===== src/logic/fccrc_pkg.sv =====
// Purpose: Constants and contact debouncer for the fast clock rate controller
// Assumes: 100 MHz clk_in, contacts pull low to common when closed
// Notes:   Times are given in their own units, cycle counts derived here

`timescale 1ns/1ps
`default_nettype none

package fccrc_pkg;
	localparam int        CLK_HZ      = 100000000;
	localparam int        STEP_HZ     = 2;
	localparam int        QUARTERS    = 4;
	localparam int        PULSE_MS    = 10;
	localparam int        DEB_MS      = 10;
	localparam int        PULSE_CYC   = CLK_HZ / 1000 * PULSE_MS;
	localparam int        DEB_CYC     = CLK_HZ / 1000 * DEB_MS;
	localparam int        STEP_LIMIT  = CLK_HZ / STEP_HZ * QUARTERS;
	localparam int        DIAL_STEPS  = 12 * 3600 * STEP_HZ;
	localparam logic [6:0] FF_RATE_Q  = 7'h44;
	localparam logic [6:0] FRAC_BASE_Q = 7'h0a;
	localparam logic [6:0] FRAC_STEP_Q = 7'h0d;
	localparam int        SEL_WIDTH   = 6;
	localparam int        FRAC_BIT    = 4;
endpackage

module fccrc_debounce #(
	parameter int STABLE_CYC = fccrc_pkg::DEB_CYC
) (
	// Clock and reset
	input  wire logic clk_in,
	input  wire logic rst_b_in,
	// Contact
	input  wire logic raw_in,
	output logic      level_out
);
	logic        sync1_q;
	logic        sync2_q;
	logic        level_q;
	logic [31:0] cnt_q;

	// Two-stage synchroniser
	always_ff @(posedge clk_in or negedge rst_b_in)
	begin
		if (!rst_b_in)
		begin
			sync1_q <= 1'b1;
			sync2_q <= 1'b1;
		end
		else
		begin
			sync1_q <= raw_in;
			sync2_q <= sync1_q;
		end
	end

	// Level accepted after a stable run
	always_ff @(posedge clk_in or negedge rst_b_in)
	begin
		if (!rst_b_in)
		begin
			cnt_q   <= 32'h0;
			level_q <= 1'b1;
		end
		else if (sync2_q == level_q)
			cnt_q <= 32'h0;
		else if (cnt_q >= 32'(STABLE_CYC - 1))
		begin
			cnt_q   <= 32'h0;
			level_q <= sync2_q;
		end
		else
			cnt_q <= cnt_q + 32'h1;
	end

	assign level_out = level_q;
endmodule // fccrc_debounce

`default_nettype wire


===== src/logic/fccrc_top.sv =====
// Purpose: Fast clock rate controller, two-phase movement pulse generator
// Assumes: Contacts and selector are asynchronous pins, contacts low when closed, selector high when on
// Notes:   Rates are held in quarter units; a step fires when the accumulator reaches the limit

`timescale 1ns/1ps
`default_nettype none

module fccrc_top #(
	parameter int CLK_HZ     = fccrc_pkg::CLK_HZ,
	parameter int PULSE_CYC  = fccrc_pkg::PULSE_CYC,
	parameter int DEB_CYC    = fccrc_pkg::DEB_CYC,
	parameter int STEP_LIMIT = fccrc_pkg::STEP_LIMIT,
	parameter int DIAL_STEPS = fccrc_pkg::DIAL_STEPS
) (
	// Clock and reset
	input  wire logic                           clk_in,
	input  wire logic                           rst_b_in,
	// Control contacts, low when closed
	input  wire logic                           stop_b_in,
	input  wire logic                           fast_forward_input_b_in,
	input  wire logic                           reset_run_b_in,
	// Speed selector, high when a switch is on
	input  wire logic [fccrc_pkg::SEL_WIDTH-1:0] speed_select_switches_in,
	// Movement drive and indicators
	output logic                                phase_a_out,
	output logic                                phase_b_out,
	output logic                                phase_a_indicator_out,
	output logic                                phase_b_indicator_out,
	// Status
	output logic                                running_out,
	output logic                                reset_run_out
);
	logic        rst_q1;
	logic        rst_q2;
	logic        rst_n;
	logic        stop_lvl;
	logic        ff_lvl;
	logic        rs_lvl;
	logic        stop_act;
	logic        ff_act;
	logic        rs_act;
	logic [4:0]  sel1_q;
	logic [4:0]  sel2_q;
	logic        reset_run_q;
	logic        run;
	logic [6:0]  rate;
	logic [31:0] acc_q;
	logic [32:0] acc_sum;
	logic        step;
	logic        phase_q;
	logic [31:0] pulse_cnt_q;
	logic        pulse_a_q;
	logic        pulse_b_q;
	logic [31:0] pos_q;
	logic [31:0] pos_nxt;
	logic        run_done;

	// Ratio in quarter units from the five live selector bits
	function automatic logic [6:0] sel_rate(input logic [4:0] s);
		logic [6:0] n7;
		logic [6:0] k7;
		n7 = {3'h0, s[3:0]};
		k7 = n7 - 7'h01;
		if (!s[fccrc_pkg::FRAC_BIT])
			sel_rate = (n7 + 7'h01) << 2;
		else if (s[3:0] == 4'h0)
			sel_rate = fccrc_pkg::FRAC_BASE_Q;
		else
			sel_rate = fccrc_pkg::FRAC_STEP_Q + ((k7 / 7'h03) << 2) + (k7 % 7'h03);
	endfunction

	// Reset release through two flip-flops
	always_ff @(posedge clk_in or negedge rst_b_in)
	begin
		if (!rst_b_in)
		begin
			rst_q1 <= 1'b0;
			rst_q2 <= 1'b0;
		end
		else
		begin
			rst_q1 <= 1'b1;
			rst_q2 <= rst_q1;
		end
	end
	assign rst_n = rst_q2;

	// Contact conditioning
	fccrc_debounce #(.STABLE_CYC(DEB_CYC)) u_stop (
		.clk_in    (clk_in),
		.rst_b_in  (rst_n),
		.raw_in    (stop_b_in),
		.level_out (stop_lvl)
	);
	fccrc_debounce #(.STABLE_CYC(DEB_CYC)) u_ff (
		.clk_in    (clk_in),
		.rst_b_in  (rst_n),
		.raw_in    (fast_forward_input_b_in),
		.level_out (ff_lvl)
	);
	fccrc_debounce #(.STABLE_CYC(DEB_CYC)) u_rs (
		.clk_in    (clk_in),
		.rst_b_in  (rst_n),
		.raw_in    (reset_run_b_in),
		.level_out (rs_lvl)
	);
	assign stop_act = !stop_lvl;
	assign ff_act   = !ff_lvl;
	assign rs_act   = !rs_lvl;

	// Selector synchroniser, sixth bit dropped
	always_ff @(posedge clk_in or negedge rst_n)
	begin
		if (!rst_n)
		begin
			sel1_q <= 5'h00;
			sel2_q <= 5'h00;
		end
		else
		begin
			sel1_q <= speed_select_switches_in[4:0];
			sel2_q <= sel1_q;
		end
	end

	// Run and rate choice
	assign run  = reset_run_q || !stop_act;
	assign rate = (reset_run_q || ff_act) ? fccrc_pkg::FF_RATE_Q : sel_rate(sel2_q);

	// Step accumulator
	assign acc_sum = {1'b0, acc_q} + {26'h0, rate};
	assign step    = run && (acc_sum >= 33'(STEP_LIMIT));
	always_ff @(posedge clk_in or negedge rst_n)
	begin
		if (!rst_n)
			acc_q <= 32'h0;
		else if (step)
			acc_q <= 32'(acc_sum - 33'(STEP_LIMIT));
		else if (run)
			acc_q <= acc_sum[31:0];
	end

	// Dial position since power-up
	assign pos_nxt  = (pos_q >= 32'(DIAL_STEPS - 1)) ? 32'h0 : pos_q + 32'h1;
	assign run_done = step && (pos_nxt == 32'h0);
	always_ff @(posedge clk_in or negedge rst_n)
	begin
		if (!rst_n)
			pos_q <= 32'h0;
		else if (step)
			pos_q <= pos_nxt;
	end

	// Latched reset run
	always_ff @(posedge clk_in or negedge rst_n)
	begin
		if (!rst_n)
			reset_run_q <= 1'b0;
		else if (reset_run_q && run_done)
			reset_run_q <= 1'b0;
		else if (!reset_run_q && rs_act && stop_act && pos_q != 32'h0)
			reset_run_q <= 1'b1;
	end

	// Alternating drive pulses
	always_ff @(posedge clk_in or negedge rst_n)
	begin
		if (!rst_n)
		begin
			phase_q     <= 1'b0;
			pulse_cnt_q <= 32'h0;
			pulse_a_q   <= 1'b0;
			pulse_b_q   <= 1'b0;
		end
		else if (step)
		begin
			phase_q     <= !phase_q;
			pulse_cnt_q <= 32'(PULSE_CYC - 1);
			pulse_a_q   <= !phase_q;
			pulse_b_q   <= phase_q;
		end
		else if (pulse_cnt_q != 32'h0)
			pulse_cnt_q <= pulse_cnt_q - 32'h1;
		else
		begin
			pulse_a_q <= 1'b0;
			pulse_b_q <= 1'b0;
		end
	end

	assign phase_a_out           = pulse_a_q;
	assign phase_b_out           = pulse_b_q;
	assign phase_a_indicator_out = pulse_a_q;
	assign phase_b_indicator_out = pulse_b_q;
	assign running_out           = run;
	assign reset_run_out         = reset_run_q;

	// Checks
	stop_halts_a: assert property (@(posedge clk_in) disable iff (!rst_n)
		(stop_act && !reset_run_q) |=> !$rose(pulse_a_q) && !$rose(pulse_b_q))
		else $error("step while stopped");
	ff_rate_a: assert property (@(posedge clk_in) disable iff (!rst_n)
		ff_act |-> rate == fccrc_pkg::FF_RATE_Q)
		else $error("fast-forward rate wrong");
	ff_release_a: assert property (@(posedge clk_in) disable iff (!rst_n)
		($fell(ff_act) && !reset_run_q && !stop_act) |-> run && rate == sel_rate(sel2_q))
		else $error("fast-forward release wrong");
	latch_hold_a: assert property (@(posedge clk_in) disable iff (!rst_n)
		(reset_run_q && !run_done) |=> reset_run_q)
		else $error("reset run dropped early");
	accept_stopped_a: assert property (@(posedge clk_in) disable iff (!rst_n)
		$rose(reset_run_q) |-> $past(stop_act) && $past(rs_act) && run)
		else $error("reset run started while running");
	end_home_a: assert property (@(posedge clk_in) disable iff (!rst_n)
		$fell(reset_run_q) |-> pos_q == 32'h0)
		else $error("reset run ended away from home");
	open_runs_a: assert property (@(posedge clk_in) disable iff (!rst_n)
		(!stop_act && !ff_act && !reset_run_q) |-> run && rate == sel_rate(sel2_q))
		else $error("not running at selected rate");
	bit_six_a: assert property (@(posedge clk_in) disable iff (!rst_n)
		$changed(speed_select_switches_in[5]) && $stable(speed_select_switches_in[4:0]) ##2 1 |-> $stable(sel2_q))
		else $error("sixth bit affects rate");
	frac_range_a: assert property (@(posedge clk_in) disable iff (!rst_n)
		(sel2_q[4] && !ff_act && !reset_run_q) |-> rate >= fccrc_pkg::FRAC_BASE_Q && rate <= 7'h1f && rate[1:0] != 2'h0)
		else $error("fractional rate out of range");
	sel_apply_a: assert property (@(posedge clk_in) disable iff (!rst_n)
		(!ff_act && !reset_run_q && !$stable(sel2_q)) |-> rate == sel_rate(sel2_q))
		else $error("new ratio not applied");
	alternate_a: assert property (@(posedge clk_in) disable iff (!rst_n)
		step |=> (pulse_a_q != pulse_b_q) && phase_q != $past(phase_q))
		else $error("phases not alternating");
	no_overlap_a: assert property (@(posedge clk_in) disable iff (!rst_n)
		!(pulse_a_q && pulse_b_q))
		else $error("both phases active");
	ff_ignored_a: assert property (@(posedge clk_in) disable iff (!rst_n)
		reset_run_q |-> rate == fccrc_pkg::FF_RATE_Q && run)
		else $error("reset run rate wrong");
	dial_wrap_a: assert property (@(posedge clk_in) disable iff (!rst_n)
		(step && pos_q == 32'(DIAL_STEPS - 1)) |=> pos_q == 32'h0)
		else $error("dial count did not wrap");

	reset_end_c: cover property (@(posedge clk_in) disable iff (!rst_n) $fell(reset_run_q));
	ff_step_c: cover property (@(posedge clk_in) disable iff (!rst_n) ff_act && step);
	frac_step_c: cover property (@(posedge clk_in) disable iff (!rst_n) sel2_q[4] && step);
endmodule // fccrc_top

`default_nettype wire


===== config.mk =====
export PLATFORM = sky130hd
export DESIGN_NAME = fccrc_top
export DESIGN_NICKNAME = d
export VERILOG_FILES = /design/src/logic/fccrc_pkg.sv /design/src/logic/fccrc_top.sv
export SDC_FILE = /design/constraint.sdc
export NUM_CORES = 1
export LEC_CHECK = 0
export BUFFER_PORTS_ARGS = -buffer_cell sky130_fd_sc_hd__buf_4
export CAP_MARGIN = 20
export CORE_ASPECT_RATIO = 1.2
export CORE_MARGIN = 5
export CORE_UTILIZATION = 55
export CTS_BUF_LIST = sky130_fd_sc_hd__clkbuf_4
export DETAILED_ROUTE_END_ITERATION = 10
export GPL_ROUTABILITY_DRIVEN = 0
export GPL_TIMING_DRIVEN = 1
export PLACE_DENSITY = 0.72
export SLEW_MARGIN = 20
export SYNTH_ARGS = -nofsm -noshare
export SYNTH_HDL_FRONTEND = slang
export SYNTH_SLANG_ARGS = --single-unit

===== constraint.sdc =====
create_clock -name clk_in -period 11.1 [get_ports clk_in]
set_input_delay 0 -clock clk_in [delete_from_list [all_inputs] [get_ports clk_in]]
set_output_delay 0 -clock clk_in [all_outputs]
set_load 0.005 [all_outputs]

==> impl_metrics.toml <==
[cts]
clk-insertion-delay-late_ns = 0.66
path_clk_slew_ns = 0.07
htreeDepth = 2
cts_resized = 0
holdBufCountCts = 18
cts_setup_buffers = 0
numCtsBuffers = 56
clkSinkCount = 217
clk_path_buf_depth = 3
root_buffer = "clkbuf_4"
tritoncts = "done"

[timing]
tightest_slew_ns = 1.04
slew_violations = 0
holdWs_ns = 0.202
finalSetupViolCount = 0
finalSetupTns_ns = 0
rsz0062_at_grt = "false"
hold_violations = 0
post-route-min-period_ns = 8.62
finClkSkew_ns = 0.0361
slew_headroom_pct = 30.2
post-route-period-util_pct = 77.7
fmax_mhz = 116

[yosys]
synth.area.top_cells = "dfrtp_1 46%, nor2_1 5.2%, xor2_1 4.9%"
syn_area_um2 = 11300
synth_edf_count = 0
ys_async_sr_fraction_pct = 100
synth_xor_area_share_pct = 9.58
synth_top_area_cell = "dfrtp_1"
ys_seq_area_share_pct = 48.0
synth_top_flop_cell = "dfrtp_1"
synth_fa_ha_area_share_pct = 3.16
synth_seq_cells = 217
yosysWarningCount = 0
synth-simple-area-share_pct = 23.2
post_synth_mux_area_share_pct = 1.03
ys_types = 75
synthCells = 1203
avgSynthCellArea_um2 = 9.43
synth_compound_area_share_pct = 12.3
synth_top_area_share_pct = 45.9
synth_top_family_by_area = "simple AND/OR/NAND/NOR gates"

[global_route]
grt_first_pass_wirelength_um = 39200
grt.busiest_layer = "met2"
grt_use_met3_pct = 3.76
grt_antenna_before_repair = 1
grt_use_met2_pct = 32.5
grt_pass1_vias = 8734
grt.total_usage_pct = 19.2
overflow = 0
grt_max_degree = 172
met1_usage_pct = 24.9

[critical_path]
critPathMaxStageDelay_ns = 0.61
critPathLaunchType = "flop"
path_max_fanout = 34
rrSetupSlack_ns = 2.48
cp.arrival_ns = 9.12
r2r_end = "pos_q[10]"
worst_setup_path_end_kind = "flop"
crit_buf_inv = 2
worstReg2RegStart = "sel2_q[0]"
worst_path_most_repeated_cell = "ha_1"
cp_top_family = "compound AO/OA/AOI/OAI gates"
critPathKind = "flop to flop"
critPathSlowestCell = "dfrtp_1"
rr_worst_depth = 32
cp.required_ns = 11.60

[power_and_ir_drop]
clockPowerShare_pct = 28.3
p_leak_nw = 5.46
comb_power_share_pct = 29.7
intPower_mw = 1.57
irDropWorstVdd_v = 0.000144
switchingPower_mw = 0.878
p_per_area_nw_per_um2 = 193
seq_power_share_pct = 42.0
switching_share_pct = 35.9

[detailed_routing]
route.detailed.drc = 0
wl_per_cell_um = 13.8
drt-initial-drc-count = 391
via_per_inst = 5.54
drtPass1Iterations = 5
vias = 8842
wl_um = 22000
detail-route-antenna-nets = 0

[floorplanning]
fp.dieW_um = 141
die_area_um2 = 23600
pin_count = 17
fp-row-count = 57
fp.dieH_um = 167
coreArea_um2 = 20300
start_util_pct = 56.0

[layout]
finalNetCount = 1323
final_common_cell = "dfrtp_1"
layout-drive-gt1-share_pct = 10.9
syn2layout_area_growth_pct = 11.8
final_cell_mix = "207 x dfrtp_1, 156 x nor2_1, 101 x nand2_1"
multi_input_area_um2 = 5730
seq_area_um2 = 5450
fillCellCount = 1737
fin_cells = 1596
fin_util_pct = 62.6

[placed_design]
dp_hpwl_um = 14400
placed_cells = 1473
port_buffers = 15

[flow_run]
cap_violations = 0

[run_status]
outcome = "finished clean"

[worst_hold_path]
hp-class = "input pin to asynchronous set/reset pin"
==> power groups by stage <==
stage	Combinational (mW)	Sequential [mW]	Clock (mW)
global placement	0.707	1.04	0
CTS	0.732	1.03	0.719
finish	0.727	1.03	0.693
detailed placement	0.722	1.04	0
floorplan	0.636	0.972	0
global route	0.827	1.05	0.762
==> worst reg2reg max path, delay by kind of cell (launching register included) <==
family	cells	cell delay, ns
mux	2	0.44
fa+ha+maj	5	1.37
buf+inv	2	0.49
flops	1	0.61
simple gates	7	1.54
xor+xnor	1	0.17
compound gates	15	3.84
==> synthesized netlist by cell type (9+ instances only) <==
cell	instances
nor2_1	158
ha_1	27
dfstp_2	9
buf_2	12
or3_1	14
nor3_1	28
o31ai_1	12
and3_1	37
nand2b_1	14
dfrtp_1	208
a21o_1	14
nand3_1	67
xor2_1	64
o21ai_0	56
clkbuf_1	34
and2_1	22
inv_1	22
nand4_1	20
a31oi_1	17
xnor2_1	60
nand2_1	101
a21oi_1	54
nor4_1	32
==> logic make-up (layout without fill, tap and decap cells) <==
| kind of cell | count (synthesis) | in the layout |
|---|---|---|
| buffers and inverters | 73 | 165 |
| flip-flops | 217 | 217 |
| AO/OA/AOI/OAI | 215 | 215 |
| other | 2 | 38 |
| AND/OR/NAND/NOR | 533 | 533 |
| XOR/XNOR | 124 | 124 |
| adder cells (fa/ha/maj) | 28 | 28 |
| multiplexers | 11 | 11 |
==> routing by layer <==
| layer | up-vias | part of all wire, % |
|---|---|---|
| met4 | 0 | 1.8 |
| met1 | 4250 | 45 |
| met2 | 145 | 49 |
| met3 | 32 | 4.1 |
| met5 | - | 0 |
| li1 | 4415 | - |
==> per-stage QoR <==
step           setup slack (ns)  power (mW)  cell area (um2)
3_3_place_gp               2.64        1.75            11800
3_5_place_dp               2.49        1.76            11800
4_1_cts                    2.43        2.48            12700
6_report                   2.48        2.45            12700
2_1_floorplan              3.85        1.61            11500
5_1_grt                    1.63        2.64            12700
==> final cells by class <==
| class | count | share of cell area, % |
|---|---|---|
| sequential | 217 | 42.9 |
| antenna | 1 | 0.0197 |
| clock inverter | 19 | 0.829 |
| timing repair buffer | 38 | 2.70 |
| multi-input combinational | 948 | 45.2 |
| inverter | 23 | 0.681 |
| clock buffer | 85 | 5.03 |
| tap | 265 | 2.61 |
==> flip-flops by register name (all words and copies together), names as in the netlist <==
| name | cells |
|---|---|
| u_stop.level_out | 1 |
| u_stop.sync1_q | 1 |
| pulse_cnt_q | 32 |
| u_rs.cnt_q | 32 |
| u_stop.cnt_q | 32 |
| rst_n | 1 |
| phase_q | 1 |
| u_ff.level_out | 1 |
| u_ff.sync1_q | 1 |
| pos_q | 32 |
| phase_b_indicator_out | 1 |
| u_rs.level_out | 1 |
| sel1_q | 5 |
| acc_q | 32 |
| u_rs.sync1_q | 1 |
| u_ff.sync2_q | 1 |
| rst_q1 | 1 |
| u_rs.sync2_q | 1 |
| sel2_q | 5 |
| phase_a_indicator_out | 1 |
| reset_run_out | 1 |
| u_stop.sync2_q | 1 |
| u_ff.cnt_q | 32 |
==> how the worst max path moves through the flow <==
stage	startpoint	endpoint	slack, ns	depth (start not counted)
4_1_cts	sel2_q[0]	pos_q[10]	2.43	32
6_report	sel2_q[0]	pos_q[10]	2.48	32
3_3_place_gp	sel2_q[0]	pos_q[5]	2.64	32
2_1_floorplan	sel2_q[0]	acc_q[16]	3.85	35
5_1_grt	sel2_q[0]	pos_q[10]	1.63	32
3_5_place_dp	sel2_q[0]	pos_q[10]	2.49	32
(Power assumes the default switching activity.)
